### src/rms_defs.svh
// register address, field positions, reset values and state codes of the reverse-mode status register
`ifndef RMS_DEFS_SVH
`define RMS_DEFS_SVH

`define RMS_REG_ADDR 8'h20
`define RMS_REG_RESET 8'h00
`define RMS_BIT_FAULT_MASK 7
`define RMS_BIT_BATT_CC 6
`define RMS_BIT_OUT_CC 5
`define RMS_BIT_CUTOFF 4
`define RMS_BIT_OVERVOLT 3
`define RMS_STATE_MSB 2
`define RMS_STATE_LSB 0
`define RMS_CODE_RESET 3'h0
`define RMS_CODE_SOFTSTART 3'h1
`define RMS_CODE_REGULATING 3'h2
`define RMS_CODE_HICCUP 3'h3
`define RMS_CODE_LIGHTLOAD_OFF 3'h4
`define RMS_SYNC_STAGES 3
`define RMS_PIN_IDLE 1'h1

`endif

### src/rms_pkg.sv
// types shared by the reverse-mode status register
`include "rms_defs.svh"

package rms_pkg;

	typedef enum logic [2:0]
	{
		reverse_state_reset = 3'b000,
		reverse_state_softstart = 3'b001,
		reverse_state_regulating = 3'b010,
		reverse_state_hiccup = 3'b011,
		reverse_state_lightload_off = 3'b100
	} rms_state_t;

endpackage : rms_pkg

### src/rms_status_reg.sv
// reverse-mode status and bus fault interrupt mask register
`timescale 1ns/10ps
`include "rms_defs.svh"

module rms_status_reg
	import rms_pkg::*;
#(
	parameter int CUR_W = 8
)
(
	input wire logic ref_clk_i, // core clock, 200 MHz
	input wire logic rst_b_i, // synchronous reset, active low
	input wire logic [7:0] reg_addr_i, // register address from bus slave
	input wire logic reg_wr_i, // one-cycle write strobe
	input wire logic [7:0] reg_wdata_i, // write data
	input wire logic reg_rd_i, // one-cycle read strobe
	output logic [7:0] reg_rdata_o, // register image
	input wire logic bus_fault_i, // one-cycle pulse: command or bus fault
	input wire logic reverse_mode_i, // async level: reverse mode running
	input wire logic batt_cutoff_cmp_i, // async comparator: battery below cutoff
	input wire logic batt_ov_cmp_i, // async comparator: battery above overvoltage
	input wire logic [CUR_W-1:0] batt_sense_current_i, // current across batt sense pins
	input wire logic [CUR_W-1:0] reverse_batt_current_limit_i, // battery limit setting
	input wire logic [CUR_W-1:0] input_sense_current_i, // current across input sense pins
	input wire logic [CUR_W-1:0] reverse_out_current_limit_i, // output limit setting
	input wire logic [2:0] reverse_state_i, // state from reverse-mode controller
	output logic interrupt_pin_n_o // interrupt pin, active low
);

	// the comparators are plain unsigned compares; wider codes are not served
	if (CUR_W < 1 || CUR_W > 16)
	begin : g_bad_cur_w
		$error("rms_status_reg: CUR_W must be 1 to 16");
	end

	localparam int NS = `RMS_SYNC_STAGES;

	typedef struct packed {
		logic [NS-1:0] act_s;
		logic [NS-1:0] cut_s;
		logic [NS-1:0] ov_s;
		logic act;
		logic cut;
		logic ov;
		logic mask;
		logic pend;
		logic [7:0] rdata;
		logic pin_n;
	} rms_reg_t;

	rms_reg_t q;
	rms_reg_t d;

	function automatic logic reg_hit(input logic [7:0] addr);
		reg_hit = (addr == `RMS_REG_ADDR);
	endfunction : reg_hit

	// invalid or idle codes collapse to reset so the host never sees 101..111
	function automatic logic [2:0] clean_state(input logic act, input logic [2:0] raw);
		rms_state_t s;
		s = reverse_state_reset;
		if (act)
		begin
			case (raw)
				`RMS_CODE_SOFTSTART: s = reverse_state_softstart;
				`RMS_CODE_REGULATING: s = reverse_state_regulating;
				`RMS_CODE_HICCUP: s = reverse_state_hiccup;
				`RMS_CODE_LIGHTLOAD_OFF: s = reverse_state_lightload_off;
				default: s = reverse_state_reset;
			endcase
		end
		clean_state = s;
	endfunction : clean_state

	always_comb
	begin
		d = q;
		// three-stage synchronisers for the analog levels
		d.act_s = {q.act_s[NS-2:0], reverse_mode_i};
		d.cut_s = {q.cut_s[NS-2:0], batt_cutoff_cmp_i};
		d.ov_s = {q.ov_s[NS-2:0], batt_ov_cmp_i};
		// a level counts only once stages two and three agree
		if (q.act_s[1] == q.act_s[2])
			d.act = q.act_s[2];
		if (q.cut_s[1] == q.cut_s[2])
			d.cut = q.cut_s[2];
		if (q.ov_s[1] == q.ov_s[2])
			d.ov = q.ov_s[2];
		if (reg_wr_i && reg_hit(reg_addr_i))
			d.mask = reg_wdata_i[`RMS_BIT_FAULT_MASK];
		// pending fault cleared by a read; a fault in the same cycle wins
		if (reg_rd_i && reg_hit(reg_addr_i))
			d.pend = 1'b0;
		if (bus_fault_i)
			d.pend = 1'b1;
		d.pin_n = ~(d.pend & ~d.mask);
		d.rdata = `RMS_REG_RESET;
		d.rdata[`RMS_BIT_FAULT_MASK] = d.mask;
		// status bits are live, not latched, and only meaningful in reverse mode
		d.rdata[`RMS_BIT_BATT_CC] = q.act
			&& (batt_sense_current_i >= reverse_batt_current_limit_i);
		d.rdata[`RMS_BIT_OUT_CC] = q.act
			&& (input_sense_current_i >= reverse_out_current_limit_i);
		d.rdata[`RMS_BIT_CUTOFF] = q.act && q.cut;
		d.rdata[`RMS_BIT_OVERVOLT] = q.act && q.ov;
		d.rdata[`RMS_STATE_MSB:`RMS_STATE_LSB] = clean_state(q.act, reverse_state_i);
	end

	always_ff @(posedge ref_clk_i)
	begin
		if (!rst_b_i)
		begin
			q <= '0;
			q.pin_n <= `RMS_PIN_IDLE;
		end
		else
		begin
			q <= d;
		end
	end

	assign reg_rdata_o = q.rdata;
	assign interrupt_pin_n_o = q.pin_n;

	a_mask_blocks_pin: assert property (@(posedge ref_clk_i) disable iff (!rst_b_i)
		reg_rdata_o[`RMS_BIT_FAULT_MASK] |-> interrupt_pin_n_o)
		else $error("masked bus fault reached the interrupt pin");

	a_fault_drives_pin: assert property (@(posedge ref_clk_i) disable iff (!rst_b_i)
		bus_fault_i && !q.mask && !reg_wr_i |=> !interrupt_pin_n_o)
		else $error("unmasked bus fault did not pull the interrupt pin low");

	a_batt_cc_live: assert property (@(posedge ref_clk_i) disable iff (!rst_b_i)
		q.act && (batt_sense_current_i >= reverse_batt_current_limit_i)
		|=> reg_rdata_o[`RMS_BIT_BATT_CC])
		else $error("battery-side current flag missing at limit");

	a_batt_cc_limit: assert property (@(posedge ref_clk_i) disable iff (!rst_b_i)
		batt_sense_current_i < reverse_batt_current_limit_i |=> !reg_rdata_o[`RMS_BIT_BATT_CC])
		else $error("battery-side current flag set below limit");

	a_out_cc_live: assert property (@(posedge ref_clk_i) disable iff (!rst_b_i)
		##1 reg_rdata_o[`RMS_BIT_OUT_CC]
		== ($past(q.act) && ($past(input_sense_current_i) >= $past(reverse_out_current_limit_i))))
		else $error("output-side current flag wrong");

	a_batt_levels: assert property (@(posedge ref_clk_i) disable iff (!rst_b_i)
		q.act |=> reg_rdata_o[`RMS_BIT_CUTOFF] == $past(q.cut)
		&& reg_rdata_o[`RMS_BIT_OVERVOLT] == $past(q.ov))
		else $error("battery level flags do not follow the filtered comparators");

	a_state_code: assert property (@(posedge ref_clk_i) disable iff (!rst_b_i)
		q.act && reverse_state_i == `RMS_CODE_HICCUP |=> reg_rdata_o[2:0] == `RMS_CODE_HICCUP)
		else $error("state code not passed through");

	a_idle_state_reset: assert property (@(posedge ref_clk_i) disable iff (!rst_b_i)
		!q.act |=> reg_rdata_o[6:0] == 7'h00)
		else $error("status nonzero outside reverse mode");

	a_no_bad_code: assert property (@(posedge ref_clk_i) disable iff (!rst_b_i)
		reg_rdata_o[2:0] <= `RMS_CODE_LIGHTLOAD_OFF)
		else $error("invalid state code reported");

	a_write_mask_only: assert property (@(posedge ref_clk_i) disable iff (!rst_b_i)
		reg_wr_i && reg_hit(reg_addr_i) && !q.act
		|=> reg_rdata_o == {$past(reg_wdata_i[7]), 7'h00})
		else $error("write reached a status bit");

	a_reset_zero: assert property (@(posedge ref_clk_i)
		!rst_b_i |=> reg_rdata_o == `RMS_REG_RESET && interrupt_pin_n_o)
		else $error("register not zero after reset");

	a_read_clears_pin: assert property (@(posedge ref_clk_i) disable iff (!rst_b_i)
		reg_rd_i && reg_hit(reg_addr_i) && !bus_fault_i |=> interrupt_pin_n_o)
		else $error("read of the register did not release the interrupt pin");

	a_pin_stays_low: assert property (@(posedge ref_clk_i) disable iff (!rst_b_i)
		!interrupt_pin_n_o && !reg_rd_i && !reg_wr_i |=> !interrupt_pin_n_o)
		else $error("pending bus fault dropped without a read");

	a_pin_needs_fault: assert property (@(posedge ref_clk_i) disable iff (!rst_b_i)
		interrupt_pin_n_o && !bus_fault_i && !reg_wr_i |=> interrupt_pin_n_o)
		else $error("interrupt pin fell without a bus fault");

	a_out_cc_limit: assert property (@(posedge ref_clk_i) disable iff (!rst_b_i)
		input_sense_current_i < reverse_out_current_limit_i |=> !reg_rdata_o[`RMS_BIT_OUT_CC])
		else $error("output-side current flag set below limit");

	a_lightload_code: assert property (@(posedge ref_clk_i) disable iff (!rst_b_i)
		q.act && reverse_state_i == `RMS_CODE_LIGHTLOAD_OFF
		|=> reg_rdata_o[`RMS_STATE_MSB:`RMS_STATE_LSB] == `RMS_CODE_LIGHTLOAD_OFF)
		else $error("light-load state code not passed through");

	a_bad_code_reset: assert property (@(posedge ref_clk_i) disable iff (!rst_b_i)
		reverse_state_i > `RMS_CODE_LIGHTLOAD_OFF
		|=> reg_rdata_o[`RMS_STATE_MSB:`RMS_STATE_LSB] == `RMS_CODE_RESET)
		else $error("invalid controller code not shown as reset");

	a_mask_written: assert property (@(posedge ref_clk_i) disable iff (!rst_b_i)
		reg_wr_i && reg_hit(reg_addr_i)
		|=> reg_rdata_o[`RMS_BIT_FAULT_MASK] == $past(reg_wdata_i[`RMS_BIT_FAULT_MASK]))
		else $error("mask bit did not take the written value");

	a_mask_kept: assert property (@(posedge ref_clk_i) disable iff (!rst_b_i)
		!(reg_wr_i && reg_hit(reg_addr_i)) |=> $stable(reg_rdata_o[`RMS_BIT_FAULT_MASK]))
		else $error("mask bit changed without a write to the register");

	a_act_filter: assert property (@(posedge ref_clk_i) disable iff (!rst_b_i)
		q.act_s[1] != q.act_s[2] |=> $stable(q.act))
		else $error("reverse-mode level taken before its stages agreed");

	a_cut_filter: assert property (@(posedge ref_clk_i) disable iff (!rst_b_i)
		q.cut_s[1] != q.cut_s[2] |=> $stable(q.cut))
		else $error("cutoff level taken before its stages agreed");

	a_ov_filter: assert property (@(posedge ref_clk_i) disable iff (!rst_b_i)
		q.ov_s[1] != q.ov_s[2] |=> $stable(q.ov))
		else $error("overvoltage level taken before its stages agreed");

endmodule : rms_status_reg

### config.mk
export PLATFORM = sky130hd
export DESIGN_NAME = rms_status_reg
export DESIGN_NICKNAME = d
export VERILOG_FILES = /design/src/rms_pkg.sv /design/src/rms_status_reg.sv
export VERILOG_INCLUDE_DIRS = /design/src
export SDC_FILE = /design/constraint.sdc
export NUM_CORES = 1
export LEC_CHECK = 0
export BUFFER_PORTS_ARGS = -buffer_cell sky130_fd_sc_hd__buf_2
export CAP_MARGIN = 0
export CORE_MARGIN = 2
export CORE_UTILIZATION = 40
export DETAILED_ROUTE_END_ITERATION = 10
export PLACE_DENSITY = 0.8
export SYNTH_ARGS = -nofsm -noshare
export SYNTH_HDL_FRONTEND = slang
export SYNTH_SLANG_ARGS = --single-unit
### constraint.sdc
create_clock -name ref_clk_i -period 4 [get_ports ref_clk_i]
set_input_delay 0.4 -clock ref_clk_i [delete_from_list [all_inputs] [get_ports ref_clk_i]]
set_output_delay 0.4 -clock ref_clk_i [all_outputs]
set_load 0.01 [all_outputs]
**Yosys cells after proc, flatten, opt, wreduce, memory -nomap -nowiden**

Index checks and enable logic that the tools add are counted.

- Memory bits (writable): 0
- Memory bits (read-only): 0
- Memories kept: 0
- Bits in latches: 0
- Flip-flop bits (word level): 23
- Input port bits: 59

- Reductions and logical operators: 7
- Multiply operators: 0
- Bitwise logic cells: 3
- Equality and inequality tests: 8
- Divide/modulo/power cells: 0
- Muxes and demuxes: 4
- $lt $le $gt $ge: 2
- $add $sub $neg: 0
- Shift operators: 0

Operator list:

| cell | number |
|---|---|
| 8-bit >= comparator | 2 |
| 3-bit one-hot mux with 4 select lines | 1 |
| 8-bit by 6-bit equality test with 1-bit output (second input constant) | 1 |
| 3-bit by 2-bit equality test with 1-bit output (second input constant) | 2 |
| 1-bit logical AND | 6 |
| 1-bit equality test | 3 |
| 3-bit by 1-bit equality test with 1-bit output (second input constant) | 1 |
| 3-bit equality test (second input constant) | 1 |
| 1-bit two-way mux | 3 |
| 1-bit NOT | 2 |
| 2-bit AND reduction | 1 |
| 1-bit bitwise AND | 1 |

**Logic depth before layout (Yosys ltp)**

Gate-level depths: netlist of the first run.

- Depth after elaboration: 6
- Depth in mapped cells: 6
- Depth with buffers taken out: 6

**Least setup slack after synthesis of the first run**

Ideal clock, no wire load.

- Path type: input to register
- Start point: input batt_sense_current_i[0]
- End point: register q, in the netlist reg_rdata_o[6]
- Required time: 3.873 ns
- Setup time: 0.127 ns
- Data arrival time: 1.413 ns
- Stages on the path: 6
- Path slack: 2.461 ns
- Cell sequence: inv_1 > ha_1 > nand2b_1 > a2111oi_0 > o211a_1 > a211oi_1

- Longest elaborated chain between the ends: 2

Ends and longest elaborated chain:

| element | line | RTL |
|---|---|---|
| start, declared | rms_status_reg.sv:22 | `input wire logic [CUR_W-1:0] batt_sense_current_i,` |
| 8-bit >= comparator | rms_status_reg.sv:101 | `&& (batt_sense_current_i >= reverse_batt_current_limit_i);` |
| 1-bit logical AND | rms_status_reg.sv:101 |  |
| end, declared | rms_status_reg.sv:51 | `rms_reg_t q;` |

No other way between the ends.
A chain may end at the register's enable or synchronous reset.

**Final worst setup path of the first run**

Same ends and word-level chain as after synthesis.

==> results.cfg, run 1 <==
[clock_network]
clkTransAtPathRegs_ns = 0.12
insertion_delay_ns = 0.31
cts.sinks = 22
cts_setup_buffers = 0
cts_root_buf = clkbuf_4
numCtsBuffers = 3
tritoncts = built
cts_buffer_depth = 2
cts_resized = 0
holdBufCountCts = 0
h-tree-depth = 1

[hold_path]
hp-class = in -> reg
hp-start = reverse_state_i[0]

[global_routing]
grt_pass1_wl_um = 3420
grt_overflow = 0
grt_pass1_vias = 922
grt_max_degree = 20
grt_antenna_before_repair = 0
grt.total_usage_pct = 12.5

[detailed_routing]
via_per_inst = 4.60
wl_per_cell_um = 9.00
vias = 966
wl_um = 1890
drt_pre_antenna_iters = 5
drc = 0
drtIter0Drc = 6
detail-route-antenna-nets = 0

[pwr]
power_leakage_nw = 0.790
ir_drop_v = 0.000197
power_density_mw_per_mm2 = 281

[run]
drv_cap = 0

[floorplanning]
start_util_pct = 41.8
die_area_mm2 = 0.00333
dieHeight_um = 57.7
num_rows = 19
die_width_um = 57.7
fp.coreArea_mm2 = 0.00276
io-pin-count = 68

[placement]
io_buffers = 60
placed_cell_area_mm2 = 0.00142
hpwl_um = 1600
gp_congestion = 0.747

[worst_setup_path]
crit_start = batt_sense_current_i[0]
start_kind = input pin
regToRegStartpoint = q[13]
worst_path_max_delay_cell = a2111oi_0
rrSetupSlack_ns = 3.10
critPathCaptureType = flop
cp.required_ns = 4.20
path_cells = buf_2, inv_1, ha_1, nand2b_1, a2111oi_0, o211a_1, a211oi_1
worstSetupPathType = in -> reg
worstPathMaxFanout = 1
arrival_ns = 1.58
max_stage_delay_ns = 0.41

[finish]
area_delta_synth_final_pct = 26.6
n_antenna_cell = 0
fillers = 262
stdcell_area_mm2 = 0.00146
drive_above_1_share_pct = 37.4
final_net_count = 255

[yosys]
netlist_instances = 125
yosys-top-cells-area = dfxtp_1 38%, ha_1 17%, inv_1 5.9%
yosysSeqAreaShare_pct = 38.2
syn-num-nets = 200
yosysTopAreaCellShare_pct = 38.2
ys_async_sr_fraction_pct = 0
synth_top_family_by_area = simple AND/OR/NAND/NOR gates
synth-main-ff-cell = dfxtp_1
synthMuxAreaShare_pct = 0
yosys_register_bits = 22
synth_xor_xnor_area_share_pct = 0
synth.largest_area_cell = dfxtp_1
syn_area_per_cell_um2 = 9.22
synthSimpleGateAreaFrac_pct = 18.6
synth_adder_area_share_pct = 17.4
synth_compound_area_share_pct = 14.0
synth.cell_area_mm2 = 0.00115
synth_edf_count = 0
yosysUniqueCellTypes = 31
ys_warn_count = 0

[timing]
drv_slew = 0
min_period_ns = 1.37
period_share_pct = 34.3
setup_viol = 0
skew_ns = 0.0153
max_freq_mhz = 729
hold_viol = 0
tightestPinTransition_ns = 0.369
setup_tns_ns = 0
slew-limit-headroom_pct = 74.8
rsz0062_at_grt = no

[status]
status = finished clean
-- cells by family (layout without fill, tap and decap cells) --
group	Yosys count	count (layout)
compound gates	24	24
fa+ha+maj	16	16
flops	22	22
buf+inv	28	82
simple gates	35	35
-- placed cells by master (no fill, tap or decap), types with 5 or more instances in the layout --
master    n
o21ai_0   6
nand2_1   5
dfxtp_1  22
ha_1     16
inv_1    18
and2_1    9
buf_2    60
a21oi_1   5
-- worst paths after layout --
path,cells after the start,to
worst max-delay path,7,reg_rdata_o[6]
worst min-delay path,2,reg_rdata_o[2]
worst max register to register,2,reg_rdata_o[2]
worst min register to register,1,d[19]
-- power breakdown --
part           internal (mW)  switching, mW
Combinational         0.0379         0.0281
Clock                 0.0555         0.0631
Sequential             0.224        0.00180
-- critical path: cells and delay by family --
kind / cells / cell delay, ns
AOI/OAI and AO/OA: 3 / 0.67
adders and majority gates: 1 / 0.27
and+or+nand+nor: 1 / 0.14
buffers and inverters: 2 / 0.10
-- synth_stat cells (2+ instances only) --
| cell type | number |
|---|---|
| a21boi_0 | 3 |
| a21o_1 | 2 |
| a21oi_1 | 5 |
| and2_1 | 9 |
| and3_1 | 3 |
| buf_4 | 8 |
| dfxtp_1 | 22 |
| ha_1 | 16 |
| inv_1 | 18 |
| nand2_1 | 5 |
| nand2b_1 | 2 |
| nand3_1 | 3 |
| nor2_1 | 3 |
| nor2b_1 | 2 |
| nor3b_1 | 2 |
| o21ai_0 | 6 |
| o21ai_1 | 2 |
-- area by class of cell --
class                           count  area, um2  area share, %
Clock buffer                        4       36.3           2.49
Inverter                           18       67.6           4.63
Multi-Input combinational cell     75        576           39.5
Sequential cell                    22        440           30.2
Tap cell                           31       38.8           2.66
Timing Repair Buffer               60        300           20.6
-- per-stage QoR --
step | setup WS (ns) | utilization [%] | power, mW | std cells | hold WS [ns]
6_report | 2.63 | 52.9 | 0.411 | 210 | 0.253
5_1_grt | 2.58 | 52.9 | 0.439 | 210 | 0.251
4_1_cts | 2.61 | 52.9 | 0.415 | 210 | 0.252
3_5_place_dp | 2.27 | 51.6 | 0.298 | 206 | 0.418
3_3_place_gp | 2.24 | 51.6 | 0.296 | 206 | 0.414
2_1_floorplan | 2.46 | - | 0.266 | 125 | 0.412
-- routing by layer --
metal | global-route usage, % | share of wire, % | vias to the layer above
li1 | - | - | 523
met4 | 5.98 | 1.2 | 0
met2 | 22.1 | 50 | 28
met1 | 15.4 | 43 | 413
met5 | 0 | 0 | -
met3 | 0.670 | 5.6 | 2
-- sequential cells by signal, summed over array words and instances, names as in the netlist --
name and cells:
d 6, q 8, reg_rdata_o 7, interrupt_pin_n_o 1
Power figures use the tool's default switching activity.
==> run 2, diff against run 1 <==
clock period = 1.3 ns   (was 4 ns; I/O delays follow)
==> run 2 against run 1 <==
  * Core utilization up 1.4 points
  * Clock power rose to 3.0 times the previous value
  * Flip-flop and latch count unchanged
  * Sequential share of layout area down 0.76 points
  * Clock skew down 0.013 ns
  * First-iteration DRC count rose to 2.8 times the previous value
  * Setup slack worse by 2.5 ns
  * Critical path depth unchanged
  * Total power rose to 3.1 times the previous value
  * Count of clock-buffer cells in the layout unchanged
  * Hold slack worse by 0.22 ns
  * Final cell count up 1.9%
  * Critical path type unchanged
  * Critical endpoint unchanged
==> results.cfg, run 2 (synthesis gave the netlist of run 1 again) <==
[status]
status = finished clean

[worst_setup_path]
critPathCaptureType = flop
worstPathMaxFanout = 1
worstSetupPathType = in -> reg
regToRegStartpoint = q[13]
rr_worst_depth = 2
r2r-end = reg_rdata_o[2]
crit_end = reg_rdata_o[6]
rrSetupSlack_ns = 0.42
crit_start = batt_sense_current_i[0]
start_kind = input pin
arrival_ns = 1.34
cp.required_ns = 1.49

[finish]
layout_common_cells = 60 x buf_2, 22 x dfxtp_1, 18 x inv_1
seqCellArea_um2 = 440
largest_reg_flops = 8
fin_cells = 214
regMostFlops = q
area_delta_synth_final_pct = 29.9
fillers = 257
final_net_count = 259
final_common_cell = buf_2
n_antenna_cell = 0
drive_above_1_share_pct = 37.2
multi_input_area_um2 = 576

[timing]
setup_viol = 0
min_period_ns = 1.15
setup_tns_ns = 0
drv_slew = 0
worst_slack_ns = 0.151
timing.hold.ws_ns = 0.0304
slew-limit-headroom_pct = 72.0
skew_ns = 0.00223
period_share_pct = 88.4
rsz0062_at_grt = no
tightestPinTransition_ns = 0.410
hold_viol = 0
max_freq_mhz = 871

[pwr]
switchingPower_mw = 0.276
ir_drop_v = 0.000716
power.internal_mw = 0.987
fin_total_pwr_mw = 1.26
power_density_mw_per_mm2 = 844
p_sw_share_pct = 21.8
power_leakage_nw = 0.807
pwr-share-clk_pct = 27.9
sequentialPowerShare_pct = 55.0
p_comb_share_pct = 17.0

[detailed_routing]
via_per_inst = 4.67
vias = 1000
wl_um = 1910
wl_per_cell_um = 8.93
detail-route-antenna-nets = 0
drc = 0
drtIter0Drc = 17
drt_pre_antenna_iters = 4

[clock_network]
cts_root_buf = clkbuf_4
h-tree-depth = 1
tritoncts = built
cts.sinks = 22
numCtsBuffers = 3
insertion_delay_ns = 0.29
cts_resized = 0
clkTransAtPathRegs_ns = 0.11
cts_buffer_depth = 2

[global_routing]
grt_max_degree = 20
grt_antenna_before_repair = 0
grt_overflow = 0
grt_pass1_wl_um = 3360
grt_pass1_vias = 920
grt.total_usage_pct = 12.5

[placement]
dp_slack_ns = -0.158
io_buffers = 60
gp_congestion = 0.761
dp_cells = 207
hpwl_um = 1650

[floorplanning]
io-pin-count = 68
num_rows = 19
fp.coreArea_mm2 = 0.00276
die_area_mm2 = 0.00333
start_util_pct = 41.8
die_width_um = 57.7
dieHeight_um = 57.7

[run]
drv_cap = 0

[hold_path]
hp-class = in -> reg
==> run 2: cell count changes in the layout (fill, tap and decap cells not counted), sizes merged <==
cell         change
dlygate4sd3      +3
buf              +1
==> run 2: metrics by stage <==
stage	cell area [um2]	utilization (%)
finish	1500	54.3
global route	1500	54.3
floorplan	1150	-
CTS	1500	54.3
global placement	1430	51.9
detailed placement	1430	51.9
==> run 2: routing by layer <==
metal	vias to the layer above	GRT usage [%]	wire length (um)
li1	532	-	-
met1	434	13.6	782
met2	32	24.2	1000
met3	2	2.01	106
met4	0	3.99	19
met5	-	0	0
==> run 2: area by class of cell <==
class	count	share of cell area, %
clock buffers	4	2.42
inverters	18	4.52
multi-input cells	75	38.5
flip-flops and latches	22	29.4
well taps	31	2.59
repair buffers	64	22.6
==> run 2: worst min-delay path by stage <==
| stage | start | endpoint | slack, ns | cells past startpoint |
|---|---|---|---|---|
| after floorplan | reverse_state_i[2] | reg_rdata_o[0] | 0.21 | 1 |
| after global placement | reverse_state_i[0] | reg_rdata_o[2] | 0.31 | 2 |
| after detailed placement | reverse_state_i[0] | reg_rdata_o[2] | 0.31 | 2 |
| after CTS | reverse_mode_i | d[21] | 0.02 | 2 |
| after global routing | reverse_mode_i | d[21] | 0.01 | 2 |
| final | reverse_mode_i | d[21] | 0.03 | 2 |
==> run 2: what timing repair did <==
action,in CTS,in global routing
setup buffers,0,0
hold endpoints to repair,2,0
hold buffers,3,0
==> run 2: power by group through the flow <==
stage	logic (mW)	registers, mW	clock network [mW]
final	0.215	0.695	0.353
after global routing	0.256	0.697	0.404
after CTS	0.220	0.695	0.371
after detailed placement	0.211	0.711	0
after global placement	0.206	0.710	0
after floorplan	0.108	0.710	0
==> run 2: critical path, stage by stage <==
cell	delay, ns
buf_2	0.07
inv_1	0.03
ha_1	0.27
nand2b_1	0.14
a2111oi_0	0.43
o211a_1	0.22
a211oi_1	0.04
